[config.mk]
export PLATFORM = sky130hd
export DESIGN_NAME = oscc_top
export DESIGN_NICKNAME = d
export VERILOG_FILES = /design/src/hw/oscc_ramp.v /design/src/hw/oscc_top.v
export VERILOG_INCLUDE_DIRS = /design/src /design/src/hw
export SDC_FILE = /design/constraint.sdc
export NUM_CORES = 1
export LEC_CHECK = 0
export ABC_AREA = 0
export BUFFER_PORTS_ARGS = -buffer_cell sky130_fd_sc_hd__buf_2
export CAP_MARGIN = 20
export CORE_ASPECT_RATIO = 1.1
export CORE_MARGIN = 3
export CORE_UTILIZATION = 60
export CTS_CLUSTER_DIAMETER = 200
export DETAILED_ROUTE_END_ITERATION = 8
export PLACE_DENSITY = 0.82
export SLEW_MARGIN = 20
export SYNTH_ARGS = -nofsm -noshare
export SYNTH_HDL_FRONTEND = slang
export SYNTH_SLANG_ARGS = --single-unit
[constraint.sdc]
create_clock -name clk -period 4.2 [get_ports clk]
set_input_delay 0.21 -clock clk [delete_from_list [all_inputs] [get_ports clk]]
set_output_delay 0.21 -clock clk [all_outputs]
set_load 0.02 [all_outputs]
[src/hw/oscc_map.vh]
// Register offsets, field positions, reset values and timing constants of the soft control block.
`ifndef OSCC_MAP_VH
`define OSCC_MAP_VH

// ----------------------------------------------------------------
// Register byte offsets
// ----------------------------------------------------------------
`define OSCC_CTRL_OFS       8'h00
`define OSCC_STATUS_OFS     8'h04
`define OSCC_IRQ_STAT_OFS   8'h08
`define OSCC_IRQ_MASK_OFS   8'h0C
`define OSCC_BIAS_OFS       8'h10
`define OSCC_MOD_OFS        8'h14
`define OSCC_MON_OFS        8'h18
`define OSCC_MON_FS_OFS     8'h1C
`define OSCC_NVW_OFS        8'h20

// ----------------------------------------------------------------
// Control fields (the soft transmit-disable bit sits at bit 6)
// ----------------------------------------------------------------
`define OSCC_CTRL_RATE_BIT  3
`define OSCC_CTRL_TXD_BIT   6
`define OSCC_CTRL_RST       8'h00

// ----------------------------------------------------------------
// Status fields
// ----------------------------------------------------------------
`define OSCC_ST_TXF_BIT     0
`define OSCC_ST_LOS_BIT     1
`define OSCC_ST_RATE_BIT    2
`define OSCC_ST_INIT_BIT    3
`define OSCC_ST_NVW_BIT     4
`define OSCC_ST_DIS_BIT     5

// ----------------------------------------------------------------
// Interrupt fields
// ----------------------------------------------------------------
`define OSCC_IRQ_TXF_BIT    0
`define OSCC_IRQ_LOS_BIT    1
`define OSCC_IRQ_LOSC_BIT   2
`define OSCC_IRQ_INIT_BIT   3
`define OSCC_IRQ_NVW_BIT    4
`define OSCC_IRQ_W          5

// ----------------------------------------------------------------
// Reset values
// ----------------------------------------------------------------
`define OSCC_DAC_RST        8'h00
`define OSCC_MON_FS_RST     12'hFFF

// ----------------------------------------------------------------
// Timing, in the unit stated by each name
// ----------------------------------------------------------------
`define OSCC_CLK_HZ         20000000
`define OSCC_T_OFF_MS       10
`define OSCC_T_ON_MS        50
`define OSCC_T_INIT_MS      200
`define OSCC_T_FAULT_MS     50
`define OSCC_T_LOS_MS       50
`define OSCC_T_RATE_MS      50
`define OSCC_T_NVW_MS       20
`define OSCC_MS_CYC         (`OSCC_CLK_HZ / 1000)
`define OSCC_STEP_US        10
`define OSCC_STEP_CYC       ((`OSCC_CLK_HZ / 1000000) * `OSCC_STEP_US)
`define OSCC_INIT_CYC       (`OSCC_T_INIT_MS / 2 * `OSCC_MS_CYC)
`define OSCC_NVW_CYC        (`OSCC_T_NVW_MS / 2 * `OSCC_MS_CYC)
`define OSCC_LOS_FILT_CYC   (`OSCC_T_LOS_MS / 5 * `OSCC_MS_CYC)

`endif

[src/hw/oscc_ramp.v]
// Current sink output ramp with off state and no overshoot.
`timescale 1ns/1ps

module oscc_ramp #(
    parameter W = 8
) (
    clk,
    resetn,
    step_en,
    disable_i,
    target,
    level,
    drive_en
);
    input  wire         clk;
    input  wire         resetn;
    input  wire         step_en;
    input  wire         disable_i;
    input  wire [W-1:0] target;
    output reg  [W-1:0] level;
    output reg          drive_en;

    always @(posedge clk) begin
        if (!resetn) begin
            level    <= {W{1'b0}};
            drive_en <= 1'b0;
        end else if (disable_i) begin
            // Off at once: level snaps to zero so the next enable ramps from zero.
            level    <= {W{1'b0}};
            drive_en <= 1'b0;
        end else begin
            drive_en <= 1'b1;
            if (level > target) begin
                level <= target;
            end else if (step_en && level != target) begin
                level <= level + {{(W-1){1'b0}}, 1'b1};
            end
        end
    end
endmodule // oscc_ramp

[src/hw/oscc_top.v]
// Soft control and status block of an optical module controller, with Wishbone registers.
//
// The register offsets and the Wishbone register port are this design's own decisions.
`timescale 1ns/1ps
`include "oscc_map.vh"

module oscc_top #(
    parameter DAC_W    = 8,
    parameter MON_W    = 12,
    parameter INIT_CYC = `OSCC_INIT_CYC,
    parameter NVW_CYC  = `OSCC_NVW_CYC,
    parameter LOS_CYC  = `OSCC_LOS_FILT_CYC,
    parameter STEP_CYC = `OSCC_STEP_CYC
) (
    clk,
    resetn,
    wb_cyc_i,
    wb_stb_i,
    wb_we_i,
    wb_adr_i,
    wb_sel_i,
    wb_dat_i,
    wb_dat_o,
    wb_ack_o,
    irq,
    transmit_disable_pin,
    fault_in,
    signal_lost_in,
    scl_in,
    monitor_input,
    bias_current_sink,
    bias_sink_en,
    modulation_current_sink,
    modulation_sink_en,
    transmit_fault_oe,
    receive_signal_lost_oe,
    rate_select_output_oe,
    serial_busy
);
    input  wire             clk;
    input  wire             resetn;
    input  wire             wb_cyc_i;
    input  wire             wb_stb_i;
    input  wire             wb_we_i;
    input  wire [7:0]       wb_adr_i;
    input  wire [3:0]       wb_sel_i;
    input  wire [31:0]      wb_dat_i;
    output reg  [31:0]      wb_dat_o;
    output reg              wb_ack_o;
    output wire             irq;
    input  wire             transmit_disable_pin;
    input  wire             fault_in;
    input  wire             signal_lost_in;
    input  wire             scl_in;
    input  wire [MON_W:0]   monitor_input;
    output wire [DAC_W-1:0] bias_current_sink;
    output wire             bias_sink_en;
    output wire [DAC_W-1:0] modulation_current_sink;
    output wire             modulation_sink_en;
    output reg              transmit_fault_oe;
    output reg              receive_signal_lost_oe;
    output reg              rate_select_output_oe;
    output wire             serial_busy;

    // ----------------------------------------------------------------
    // Pin synchronisers
    // ----------------------------------------------------------------
    reg [1:0] txd_s_r;
    reg [1:0] flt_s_r;
    reg [1:0] los_s_r;
    reg [1:0] scl_s_r;
    reg       scl_d_r;

    always @(posedge clk) begin
        if (!resetn) begin
            txd_s_r <= 2'b00;
            flt_s_r <= 2'b00;
            los_s_r <= 2'b00;
            scl_s_r <= 2'b11;
            scl_d_r <= 1'b1;
        end else begin
            txd_s_r <= {txd_s_r[0], transmit_disable_pin};
            flt_s_r <= {flt_s_r[0], fault_in};
            los_s_r <= {los_s_r[0], signal_lost_in};
            scl_s_r <= {scl_s_r[0], scl_in};
            scl_d_r <= scl_s_r[1];
        end
    end

    wire txd_pin  = txd_s_r[1];
    wire scl_fall = scl_d_r & ~scl_s_r[1];

    // ----------------------------------------------------------------
    // Registers and bus slave
    // ----------------------------------------------------------------
    reg [7:0]          ctrl_r;
    reg [7:0]          pend_ctrl_r;
    reg                pend_r;
    reg [DAC_W-1:0]    bias_r;
    reg [DAC_W-1:0]    mod_r;
    reg [MON_W-1:0]    mon_fs_r;
    reg [MON_W-1:0]    mon_r;
    reg [`OSCC_IRQ_W-1:0] ist_r;
    reg [`OSCC_IRQ_W-1:0] imask_r;
    reg                nvw_req_r;
    reg                init_done_r;
    reg                nvw_busy_r;
    reg                los_r;
    reg [`OSCC_IRQ_W-1:0] ev_set;

    wire acc      = wb_cyc_i & wb_stb_i & ~wb_ack_o;
    wire wr       = acc & wb_we_i & wb_sel_i[0];
    wire blocked  = nvw_busy_r | ~init_done_r;
    wire wr_ok    = wr & ~blocked;

    assign serial_busy = blocked;

    always @(posedge clk) begin
        if (!resetn) begin
            wb_ack_o <= 1'b0;
        end else begin
            wb_ack_o <= acc;
        end
    end

    always @(posedge clk) begin
        if (!resetn) begin
            wb_dat_o <= 32'h00000000;
        end else if (acc) begin
            case (wb_adr_i)
                `OSCC_CTRL_OFS:     wb_dat_o <= {24'h000000, ctrl_r};
                `OSCC_STATUS_OFS:   wb_dat_o <= {26'h0000000, ~bias_sink_en, nvw_busy_r,
                                                 init_done_r, rate_select_output_oe,
                                                 los_r, transmit_fault_oe};
                `OSCC_IRQ_STAT_OFS: wb_dat_o <= {27'h0000000, ist_r};
                `OSCC_IRQ_MASK_OFS: wb_dat_o <= {27'h0000000, imask_r};
                `OSCC_BIAS_OFS:     wb_dat_o <= {24'h000000, bias_r};
                `OSCC_MOD_OFS:      wb_dat_o <= {24'h000000, mod_r};
                `OSCC_MON_OFS:      wb_dat_o <= {20'h00000, mon_r};
                `OSCC_MON_FS_OFS:   wb_dat_o <= {20'h00000, mon_fs_r};
                default:            wb_dat_o <= 32'h00000000;
            endcase
        end
    end

    // Control writes are held until the serial-clock fall after the stop,
    // modelled here as the first synchronised scl fall after the bus write.
    always @(posedge clk) begin
        if (!resetn) begin
            ctrl_r      <= `OSCC_CTRL_RST;
            pend_ctrl_r <= `OSCC_CTRL_RST;
            pend_r      <= 1'b0;
        end else if (wr_ok && wb_adr_i == `OSCC_CTRL_OFS) begin
            pend_ctrl_r <= wb_dat_i[7:0];
            pend_r      <= 1'b1;
        end else if (pend_r && scl_fall) begin
            ctrl_r <= pend_ctrl_r;
            pend_r <= 1'b0;
        end
    end

    always @(posedge clk) begin
        if (!resetn) begin
            bias_r    <= `OSCC_DAC_RST;
            mod_r     <= `OSCC_DAC_RST;
            mon_fs_r  <= `OSCC_MON_FS_RST;
            imask_r   <= {`OSCC_IRQ_W{1'b0}};
            nvw_req_r <= 1'b0;
        end else begin
            nvw_req_r <= 1'b0;
            if (wr_ok) begin
                case (wb_adr_i)
                    `OSCC_BIAS_OFS:     bias_r    <= wb_dat_i[DAC_W-1:0];
                    `OSCC_MOD_OFS:      mod_r     <= wb_dat_i[DAC_W-1:0];
                    `OSCC_MON_FS_OFS:   mon_fs_r  <= wb_dat_i[MON_W-1:0];
                    `OSCC_IRQ_MASK_OFS: imask_r   <= wb_dat_i[`OSCC_IRQ_W-1:0];
                    `OSCC_NVW_OFS:      nvw_req_r <= 1'b1;
                    default:            nvw_req_r <= 1'b0;
                endcase
            end
        end
    end

    // ----------------------------------------------------------------
    // Init and nonvolatile write timers
    // ----------------------------------------------------------------
    reg [31:0] init_cnt_r;
    reg [31:0] nvw_cnt_r;
    reg        nvw_arm_r;
    reg        flt_clr_r;
    reg        txd_d_r;

    always @(posedge clk) begin
        if (!resetn) begin
            init_cnt_r  <= 32'h00000000;
            init_done_r <= 1'b0;
            txd_d_r     <= 1'b0;
            flt_clr_r   <= 1'b0;
        end else begin
            txd_d_r   <= txd_pin;
            flt_clr_r <= txd_d_r & ~txd_pin & transmit_fault_oe;
            if (flt_clr_r) begin
                init_cnt_r  <= 32'h00000000;
                init_done_r <= 1'b0;
            end else if (!init_done_r) begin
                if (init_cnt_r >= INIT_CYC - 1) begin
                    init_done_r <= 1'b1;
                end else begin
                    init_cnt_r <= init_cnt_r + 32'h00000001;
                end
            end
        end
    end

    always @(posedge clk) begin
        if (!resetn) begin
            nvw_arm_r  <= 1'b0;
            nvw_busy_r <= 1'b0;
            nvw_cnt_r  <= 32'h00000000;
        end else if (nvw_req_r) begin
            nvw_arm_r <= 1'b1;
        end else if (nvw_arm_r && scl_fall) begin
            nvw_arm_r  <= 1'b0;
            nvw_busy_r <= 1'b1;
            nvw_cnt_r  <= 32'h00000000;
        end else if (nvw_busy_r) begin
            if (nvw_cnt_r >= NVW_CYC - 1) begin
                nvw_busy_r <= 1'b0;
            end else begin
                nvw_cnt_r <= nvw_cnt_r + 32'h00000001;
            end
        end
    end

    // ----------------------------------------------------------------
    // Status outputs
    // ----------------------------------------------------------------
    reg [31:0] los_cnt_r;

    always @(posedge clk) begin
        if (!resetn) begin
            transmit_fault_oe      <= 1'b0;
            receive_signal_lost_oe <= 1'b0;
            rate_select_output_oe  <= 1'b0;
            los_r                  <= 1'b0;
            los_cnt_r              <= 32'h00000000;
        end else begin
            if (flt_s_r[1]) begin
                transmit_fault_oe <= 1'b1;
            end else if (flt_clr_r) begin
                transmit_fault_oe <= 1'b0;
            end
            if (los_s_r[1] == los_r) begin
                los_cnt_r <= 32'h00000000;
            end else if (los_cnt_r >= LOS_CYC - 1) begin
                los_r     <= los_s_r[1];
                los_cnt_r <= 32'h00000000;
            end else begin
                los_cnt_r <= los_cnt_r + 32'h00000001;
            end
            receive_signal_lost_oe <= los_r;
            rate_select_output_oe <= ~ctrl_r[`OSCC_CTRL_RATE_BIT];
        end
    end

    // ----------------------------------------------------------------
    // Current sinks
    // ----------------------------------------------------------------
    reg [31:0] step_cnt_r;
    reg        step_en_r;

    always @(posedge clk) begin
        if (!resetn) begin
            step_cnt_r <= 32'h00000000;
            step_en_r  <= 1'b0;
        end else if (step_cnt_r >= STEP_CYC - 1) begin
            step_cnt_r <= 32'h00000000;
            step_en_r  <= 1'b1;
        end else begin
            step_cnt_r <= step_cnt_r + 32'h00000001;
            step_en_r  <= 1'b0;
        end
    end

    // disable is pin OR soft bit OR latched fault OR init not done
    wire dac_off = txd_pin | ctrl_r[`OSCC_CTRL_TXD_BIT] | transmit_fault_oe | ~init_done_r;

    // off at once, ramp back on
    oscc_ramp #(.W(DAC_W)) u_bias (
        .clk       (clk),
        .resetn    (resetn),
        .step_en   (step_en_r),
        .disable_i (dac_off),
        .target    (bias_r),
        .level     (bias_current_sink),
        .drive_en  (bias_sink_en)
    );

    oscc_ramp #(.W(DAC_W)) u_mod (
        .clk       (clk),
        .resetn    (resetn),
        .step_en   (step_en_r),
        .disable_i (dac_off),
        .target    (mod_r),
        .level     (modulation_current_sink),
        .drive_en  (modulation_sink_en)
    );

    // ----------------------------------------------------------------
    // Monitor saturation
    // ----------------------------------------------------------------
    always @(posedge clk) begin
        if (!resetn) begin
            mon_r <= {MON_W{1'b0}};
        end else if (monitor_input > {1'b0, mon_fs_r}) begin
            mon_r <= mon_fs_r;
        end else begin
            mon_r <= monitor_input[MON_W-1:0];
        end
    end

    // ----------------------------------------------------------------
    // Interrupts
    // ----------------------------------------------------------------
    reg txf_d_r;
    reg los_d_r;
    reg init_d_r;
    reg nvw_d_r;

    always @* begin
        ev_set = {`OSCC_IRQ_W{1'b0}};
        ev_set[`OSCC_IRQ_TXF_BIT]  = transmit_fault_oe & ~txf_d_r;
        ev_set[`OSCC_IRQ_LOS_BIT]  = los_r & ~los_d_r;
        ev_set[`OSCC_IRQ_LOSC_BIT] = ~los_r & los_d_r;
        ev_set[`OSCC_IRQ_INIT_BIT] = init_done_r & ~init_d_r;
        ev_set[`OSCC_IRQ_NVW_BIT]  = ~nvw_busy_r & nvw_d_r;
    end

    always @(posedge clk) begin
        if (!resetn) begin
            ist_r    <= {`OSCC_IRQ_W{1'b0}};
            txf_d_r  <= 1'b0;
            los_d_r  <= 1'b0;
            init_d_r <= 1'b0;
            nvw_d_r  <= 1'b0;
        end else begin
            txf_d_r  <= transmit_fault_oe;
            los_d_r  <= los_r;
            init_d_r <= init_done_r;
            nvw_d_r  <= nvw_busy_r;
            // A new event wins over a same-cycle write-one clear.
            if (wr && wb_adr_i == `OSCC_IRQ_STAT_OFS) begin
                ist_r <= (ist_r & ~wb_dat_i[`OSCC_IRQ_W-1:0]) | ev_set;
            end else begin
                ist_r <= ist_r | ev_set;
            end
        end
    end

    assign irq = |(ist_r & imask_r);

endmodule // oscc_top

* Word level (Yosys, flattened, before mapping)
Index checks and enable logic that the tools add are counted.
** Word-level totals
- Register bits :: 268
- Input bits :: 66
- Logic and storage cells :: 152
** Operators by class
- Add/sub/neg operators :: 6
- Magnitude comparators :: 7
- Equal/unequal tests :: 12
- Muxes and demuxes :: 24
- Bitwise operators :: 39
- Reduce and logical (&&, ||, !) cells :: 27
** Operator list (count)
- 32-bit by 1-bit adder with 32-bit output (second input constant) :: 4
- 32-bit 2-to-1 mux :: 3
- 12-bit one-hot mux with 8 select lines :: 1
- 32-bit by 18-bit >= comparator with 1-bit output (second input constant) :: 2
- 8-bit by 5-bit == test with 1-bit output (second input constant) :: 4
- 32-bit by 21-bit >= comparator with 1-bit output (second input constant) :: 1
- 32-bit by 8-bit >= comparator with 1-bit output (second input constant) :: 1
- 8-bit 2-to-1 mux :: 4
- 1-bit NOT :: 17
- 8-bit by 1-bit adder with 8-bit output (second input constant) :: 2
- 8-bit by 4-bit == test with 1-bit output (second input constant) :: 2
- 8-bit > comparator :: 2
- 8-bit != test :: 2
- 2-bit AND reduction :: 8
- 1-bit 2-to-1 mux :: 14
- 1-bit AND :: 13
- 13-bit by 12-bit > comparator with 1-bit output :: 1
- 12-bit 2-to-1 mux :: 1
- 2-bit nonzero test :: 6
- 5-bit AND :: 2
- 5-bit OR :: 2
- 8-bit by 3-bit == test with 1-bit output (second input constant) :: 1
- 8-bit by 6-bit == test with 1-bit output (second input constant) :: 1
- 8-bit logical NOT :: 1
- 10 further kinds :: 20

* Longest topological paths before layout
- Word-level depth :: 8
- Gate-level depth with buffers :: 9
- Gate-level depth less buffers :: 8

* Cells and area by module
From an unflattened synthesis, not the netlist that was laid out.
** Unflattened totals
- Cell total of the unflattened synthesis :: 1224
- Area total of the unflattened synthesis :: 10953.0 um2
** Modules (own cells, without submodules)
- oscc_top :: instances 1, cells each 998, area an instance 9256.4 um2, seq. area each 4624.4 um2
- oscc_ramp :: instances 2, cells each 113, area an instance 848.3 um2, seq. area each 180.2 um2

* Least setup slack after synthesis
No wires, ideal clock.
- Path type :: register to register
- From :: reg nvw_cnt_r[0]
- To :: reg nvw_cnt_r[16]
- Library setup time :: 0.074 ns
- Arrival time :: 2.177 ns
- Setup slack :: 1.949 ns
- Stages on the path, launching flop included :: 7
- Period minus slack after synthesis :: 2.251 ns
- Cells stage by stage :: dfxtp_1 ha_1 a311o_1 a211o_1 or3_1 or4_1 a31oi_1
** On the way
- Word-level cells in the longest chain between the ends :: 4
- Elaborated cells on any way between the ends :: 7
- Those cells by class :: 1 x add/sub; 1 x order compare; 1 x eq/ne; 3 x mux; 1 x reduce/logical
** RTL lines
- from (decl) :: RTL line oscc_top.v:188 : reg [31:0] nvw_cnt_r;
- from (signal assigned) :: RTL line oscc_top.v:230 : nvw_cnt_r <= nvw_cnt_r + 32'h00000001;
- 32-bit by 1-bit adder with 32-bit output :: RTL line oscc_top.v:230
- 32-bit 2-to-1 mux :: RTL line oscc_top.v:227 : if (nvw_cnt_r >= NVW_CYC - 1) begin
- 32-bit 2-to-1 mux :: RTL line oscc_top.v:226 : end else if (nvw_busy_r) begin
- 32-bit 2-to-1 mux :: RTL line oscc_top.v:222 : end else if (nvw_arm_r && scl_fall) begin
Parallel ways exist; a longest one is shown, timed or not. The select of a mux whose other input is x is not followed.
A chain may end at the register's enable or synchronous reset.

* Worst setup path in the final report
- From :: reg wb_ack_o
- To :: reg ctrl_r[0]
** On the way
- Word-level cells in the longest chain between the ends :: 8
** RTL lines
- from (decl) :: RTL line oscc_top.v:49 : output reg wb_ack_o;
- from (signal assigned) :: RTL line oscc_top.v:120 : wb_ack_o <= 1'b0;
- from (signal assigned) :: RTL line oscc_top.v:122 : wb_ack_o <= acc;
- 1-bit NOT :: RTL line oscc_top.v:111 : wire acc = wb_cyc_i & wb_stb_i & ~wb_ack_o;
- 1-bit AND :: RTL line oscc_top.v:111
- 1-bit AND (2 in a row) :: RTL line oscc_top.v:112 : wire wr = acc & wb_we_i & wb_sel_i[0];
- 1-bit AND :: RTL line oscc_top.v:114 : wire wr_ok = wr & ~blocked;
- 1-bit logical AND (no source line)
- 1-bit NOT (no source line)
- 2-bit AND reduction (no source line)
- to (signal assigned) :: RTL line oscc_top.v:150 : ctrl_r <= `OSCC_CTRL_RST;
- to (signal assigned) :: RTL line oscc_top.v:157 : ctrl_r <= pend_ctrl_r;
- to (decl) :: RTL line oscc_top.v:96 : reg [7:0] ctrl_r;
Every way passes these cells.

==> qor.yml <==
global_routing:
  grt_pass1_vias: 8668
  grt_use_met3_pct: 3.50
  grt_max_degree: 69
  overflow: 0
  grt_first_pass_wirelength_um: 41800
  gr-usage-met1_pct: 32.8
  grt.busiest_layer: "met2"
  grt.total_usage_pct: 25.5
  grt_use_met2_pct: 42.3
  antenna_found_initial: 1
clocking:
  cts_setup_buffers: 0
  cts_resized: 0
  clock_latency_ns: 0.53
  cts_root_buffer: "clkbuf_16"
  cts_buffers: 25
  clkSinkCount: 248
  htreeDepth: 1
  clk_pin_slew_ns: 0.06
  clk_path_buf_depth: 3
  hold_buffers: 22
  cts_tree: "yes"
die:
  die_w_um: 133
  start_util_pct: 61.8
  core.rowCount: 50
  num_io_pins: 122
  core_area_um2: 17100
  fp.dieH_um: 145
  die_area_um2: 19300
synthesis:
  synth_cells: 1173
  yosysWarnings: 0
  synth_top_family_by_area: "simple AND/OR/NAND/NOR gates"
  synthXorXnorAreaFrac_pct: 4.14
  synth_mux_area_share_pct: 2.59
  synth_area_leaders: "dfxtp_1 47%, ha_1 4.0%, nor2_1 3.5%"
  netlist_area_um2: 10600
  yosys.area_share.simple_pct: 22.5
  yosysTopAreaCellShare_pct: 46.9
  synthDistinctLibCells: 66
  ys_ff_latch: 248
  avgSynthCellArea_um2: 9.03
  seq_area_frac_synth_pct: 46.9
  synthArstFlopShare_pct: 0
  synth_compound_area_share_pct: 15.1
  synth_edf_count: 0
  ys.flop_type: "dfxtp_1"
  synth_adder_area_share_pct: 4.02
  synth_area_leader_cell: "dfxtp_1"
sta:
  fin_crit_sh_pct: 64.4
  setup_viol_count_final: 0
  slew_viol_final: 0
  period_needed_ns: 2.70
  slew-limit-headroom_pct: 19.1
  max_freq_ghz: 0.370
  tightestPinTransition_ns: 1.20
  tns_ns: 0
  rsz0062_at_grt: "false"
  hold_viol: 0
  fin_skew_ns: 0.0241
placed_design:
  placed_cell_area_um2: 11200
  place_hpwl_um: 17100
  place.gp.congestion: 0.944
  placed_cells: 1482
  portBuffers: 78
critical_path:
  required_ns: 4.58
  cp-end-kind: "flop"
  critPathLaunchType: "flop"
  critical_path.top_delay_family: "simple AND/OR/NAND/NOR gates"
  crit_slowest_cell: "and3_1"
  cpPeakStageDelay_ns: 0.56
  worst-path-stages: 7
  cp.arrival_ns: 3.08
  critPathKind: "flop to flop"
  worstRegToRegCells: 7
  path_cells: "nand3b_1 > nor3_2 > buf_4 > nand3_1 > and3_1 > mux2i_1 > nor2_1"
  critPathMaxFanout: 27
  crit_buf_inv: 1
finish:
  drive_above_1_share_pct: 11.3
  postLayoutCoreUtil_pct: 71.7
  final_area_um2: 12300
  num-fill-cells: 1335
  nets: 1397
  area_growth_pct: 16.1
  final_cells: 1549
power_and_ir_drop:
  total_power_mw: 4.82
  power_density_nw_per_um2: 392
  power_frac_seq_pct: 50.0
  pwr-share-comb_pct: 3.7
  ir_worst_vdd_uv: 365
  leakagePower_nw: 5.02
  p_int_mw: 3.79
  swShare_pct: 21.3
  p_switching_mw: 1.03
  power_frac_clock_pct: 46.3
detailed_routing:
  dr.first_iter.drc_count: 682
  drt_wl_total_um: 25600
  viasPerCell: 5.88
  drtPass1Iterations: 7
  ant_nets: 0
  drc: 0
  via_count: 9101
  routedWlPerCell_um: 16.6
hold_path:
  hold_path.class: "input pin to flop"
  hold_depth: 3
job:
  drv_cap: 0
outcome:
  outcome: "completed"
[power by group through the flow]
stage               logic, mW  clock network, mW  registers (mW)
CTS                     0.171               2.26            2.41
finish                  0.178               2.23            2.41
floorplan               0.107                  0            2.46
detailed placement      0.154                  0            2.46
global route            0.192               2.36            2.41
global placement        0.152                  0            2.46
[registers in the layout, summed over array words and instances, names as in the netlist, 8 cells and up]
| register | count |
|---|---|
| bias_r | 8 |
| ctrl_r | 8 |
| init_cnt_r | 32 |
| los_cnt_r | 32 |
| mod_r | 8 |
| mon_fs_r | 12 |
| mon_r | 12 |
| nvw_cnt_r | 32 |
| pend_ctrl_r | 8 |
| step_cnt_r | 32 |
| u_bias.level | 8 |
| u_mod.level | 8 |
| wb_dat_o | 12 |
[cell type report]
| type | count | area [um^2] | area share [%] |
|---|---|---|---|
| clock inverter | 10 | 110 | 0.896 |
| multi-input combinational | 871 | 5350 | 43.5 |
| tap | 234 | 293 | 2.38 |
| antenna | 1 | 2.50 | 0.0204 |
| clock buffer | 34 | 729 | 5.93 |
| inverter | 40 | 150 | 1.22 |
| sequential | 248 | 4960 | 40.4 |
| timing repair buffer | 111 | 693 | 5.64 |
[placed cells by master, fill, tap and decap left out, types with 6 or more instances in the layout]
| cell | netlist | routed |
|---|---|---|
| a222oi_1 | 6 | 6 |
| clkbuf_8 | 0 | 7 |
| nand2_1 | 94 | 94 |
| buf_4 | 21 | 11 |
| a21o_1 | 9 | 9 |
| and2_1 | 26 | 26 |
| o31ai_1 | 7 | 7 |
| ha_1 | 34 | 34 |
| xor2_1 | 35 | 35 |
| nand3_1 | 70 | 70 |
| clkbuf_16 | 0 | 25 |
| a211oi_1 | 9 | 9 |
| conb_1 | 1 | 58 |
| nand3b_1 | 6 | 6 |
| and4_1 | 7 | 7 |
| inv_1 | 39 | 38 |
| a22oi_1 | 34 | 34 |
| nor3_1 | 21 | 20 |
| dlygate4sd3_1 | 0 | 22 |
| mux2i_1 | 24 | 24 |
| a21oi_1 | 65 | 65 |
| xnor2_1 | 15 | 15 |
| or4_1 | 6 | 6 |
| nand4_1 | 25 | 25 |
| nor2b_1 | 7 | 7 |
| nand2b_1 | 13 | 13 |
| o21ai_0 | 33 | 33 |
| buf_2 | 1 | 78 |
| dfxtp_1 | 248 | 248 |
| o211ai_1 | 19 | 19 |
| nor2_1 | 100 | 100 |
| and3_1 | 40 | 40 |
| a41oi_1 | 6 | 6 |
| nor4_1 | 30 | 29 |
[tightest hold or removal path, stage by stage]
cell	delay [ns]
buf_2	0.15
nand3_1	0.08
a21oi_1	0.06
[kinds of logic (layout without fill, tap and decap cells)]
logic type,Yosys count,in the layout
compound gates,236,236
xor+xnor,50,50
fa+ha+maj,34,34
buf+inv,111,195
flops,248,248
mux,27,27
other cells,1,59
simple gates,466,466
[worst paths after layout]
| kind | from | endpoint | slack (ns) |
|---|---|---|---|
| worst max-delay path | wb_ack_o | ctrl_r[0] | 1.50 |
| worst min-delay path | wb_dat_i[6] | mod_r[6] | 0.03 |
| worst max register to register | wb_ack_o | ctrl_r[0] | 1.50 |
| worst min register to register | scl_s_r[0] | scl_s_r[1] | 0.41 |
[metal layers]
| metal | up-vias | routed length [um] |
|---|---|---|
| li1 | 4412 | - |
| met1 | 4235 | 10500 |
| met2 | 367 | 12200 |
| met3 | 87 | 1810 |
| met4 | 0 | 1160 |
| met5 | - | 0 |
[cell usage after synthesis (all sizes together) (30+ instances only)]
cell / instances
dfxtp: 248
nor2: 100
nand2: 94
nand3: 70
a21oi: 65
clkbuf: 49
and3: 41
inv: 40
o21ai: 35
xor2: 35
a22oi: 34
ha: 34
nor4: 30
[per-stage QoR]
stage | hold WS (ns) | setup WS, ns
after floorplan | 0.311 | 1.95
after global routing | 0.0202 | 1.31
after global placement | 0.394 | 1.68
after CTS | 0.0116 | 1.52
after detailed placement | 0.402 | 1.54
final | 0.0324 | 1.50
No activity file was read; power rests on OpenSTA's default activity.
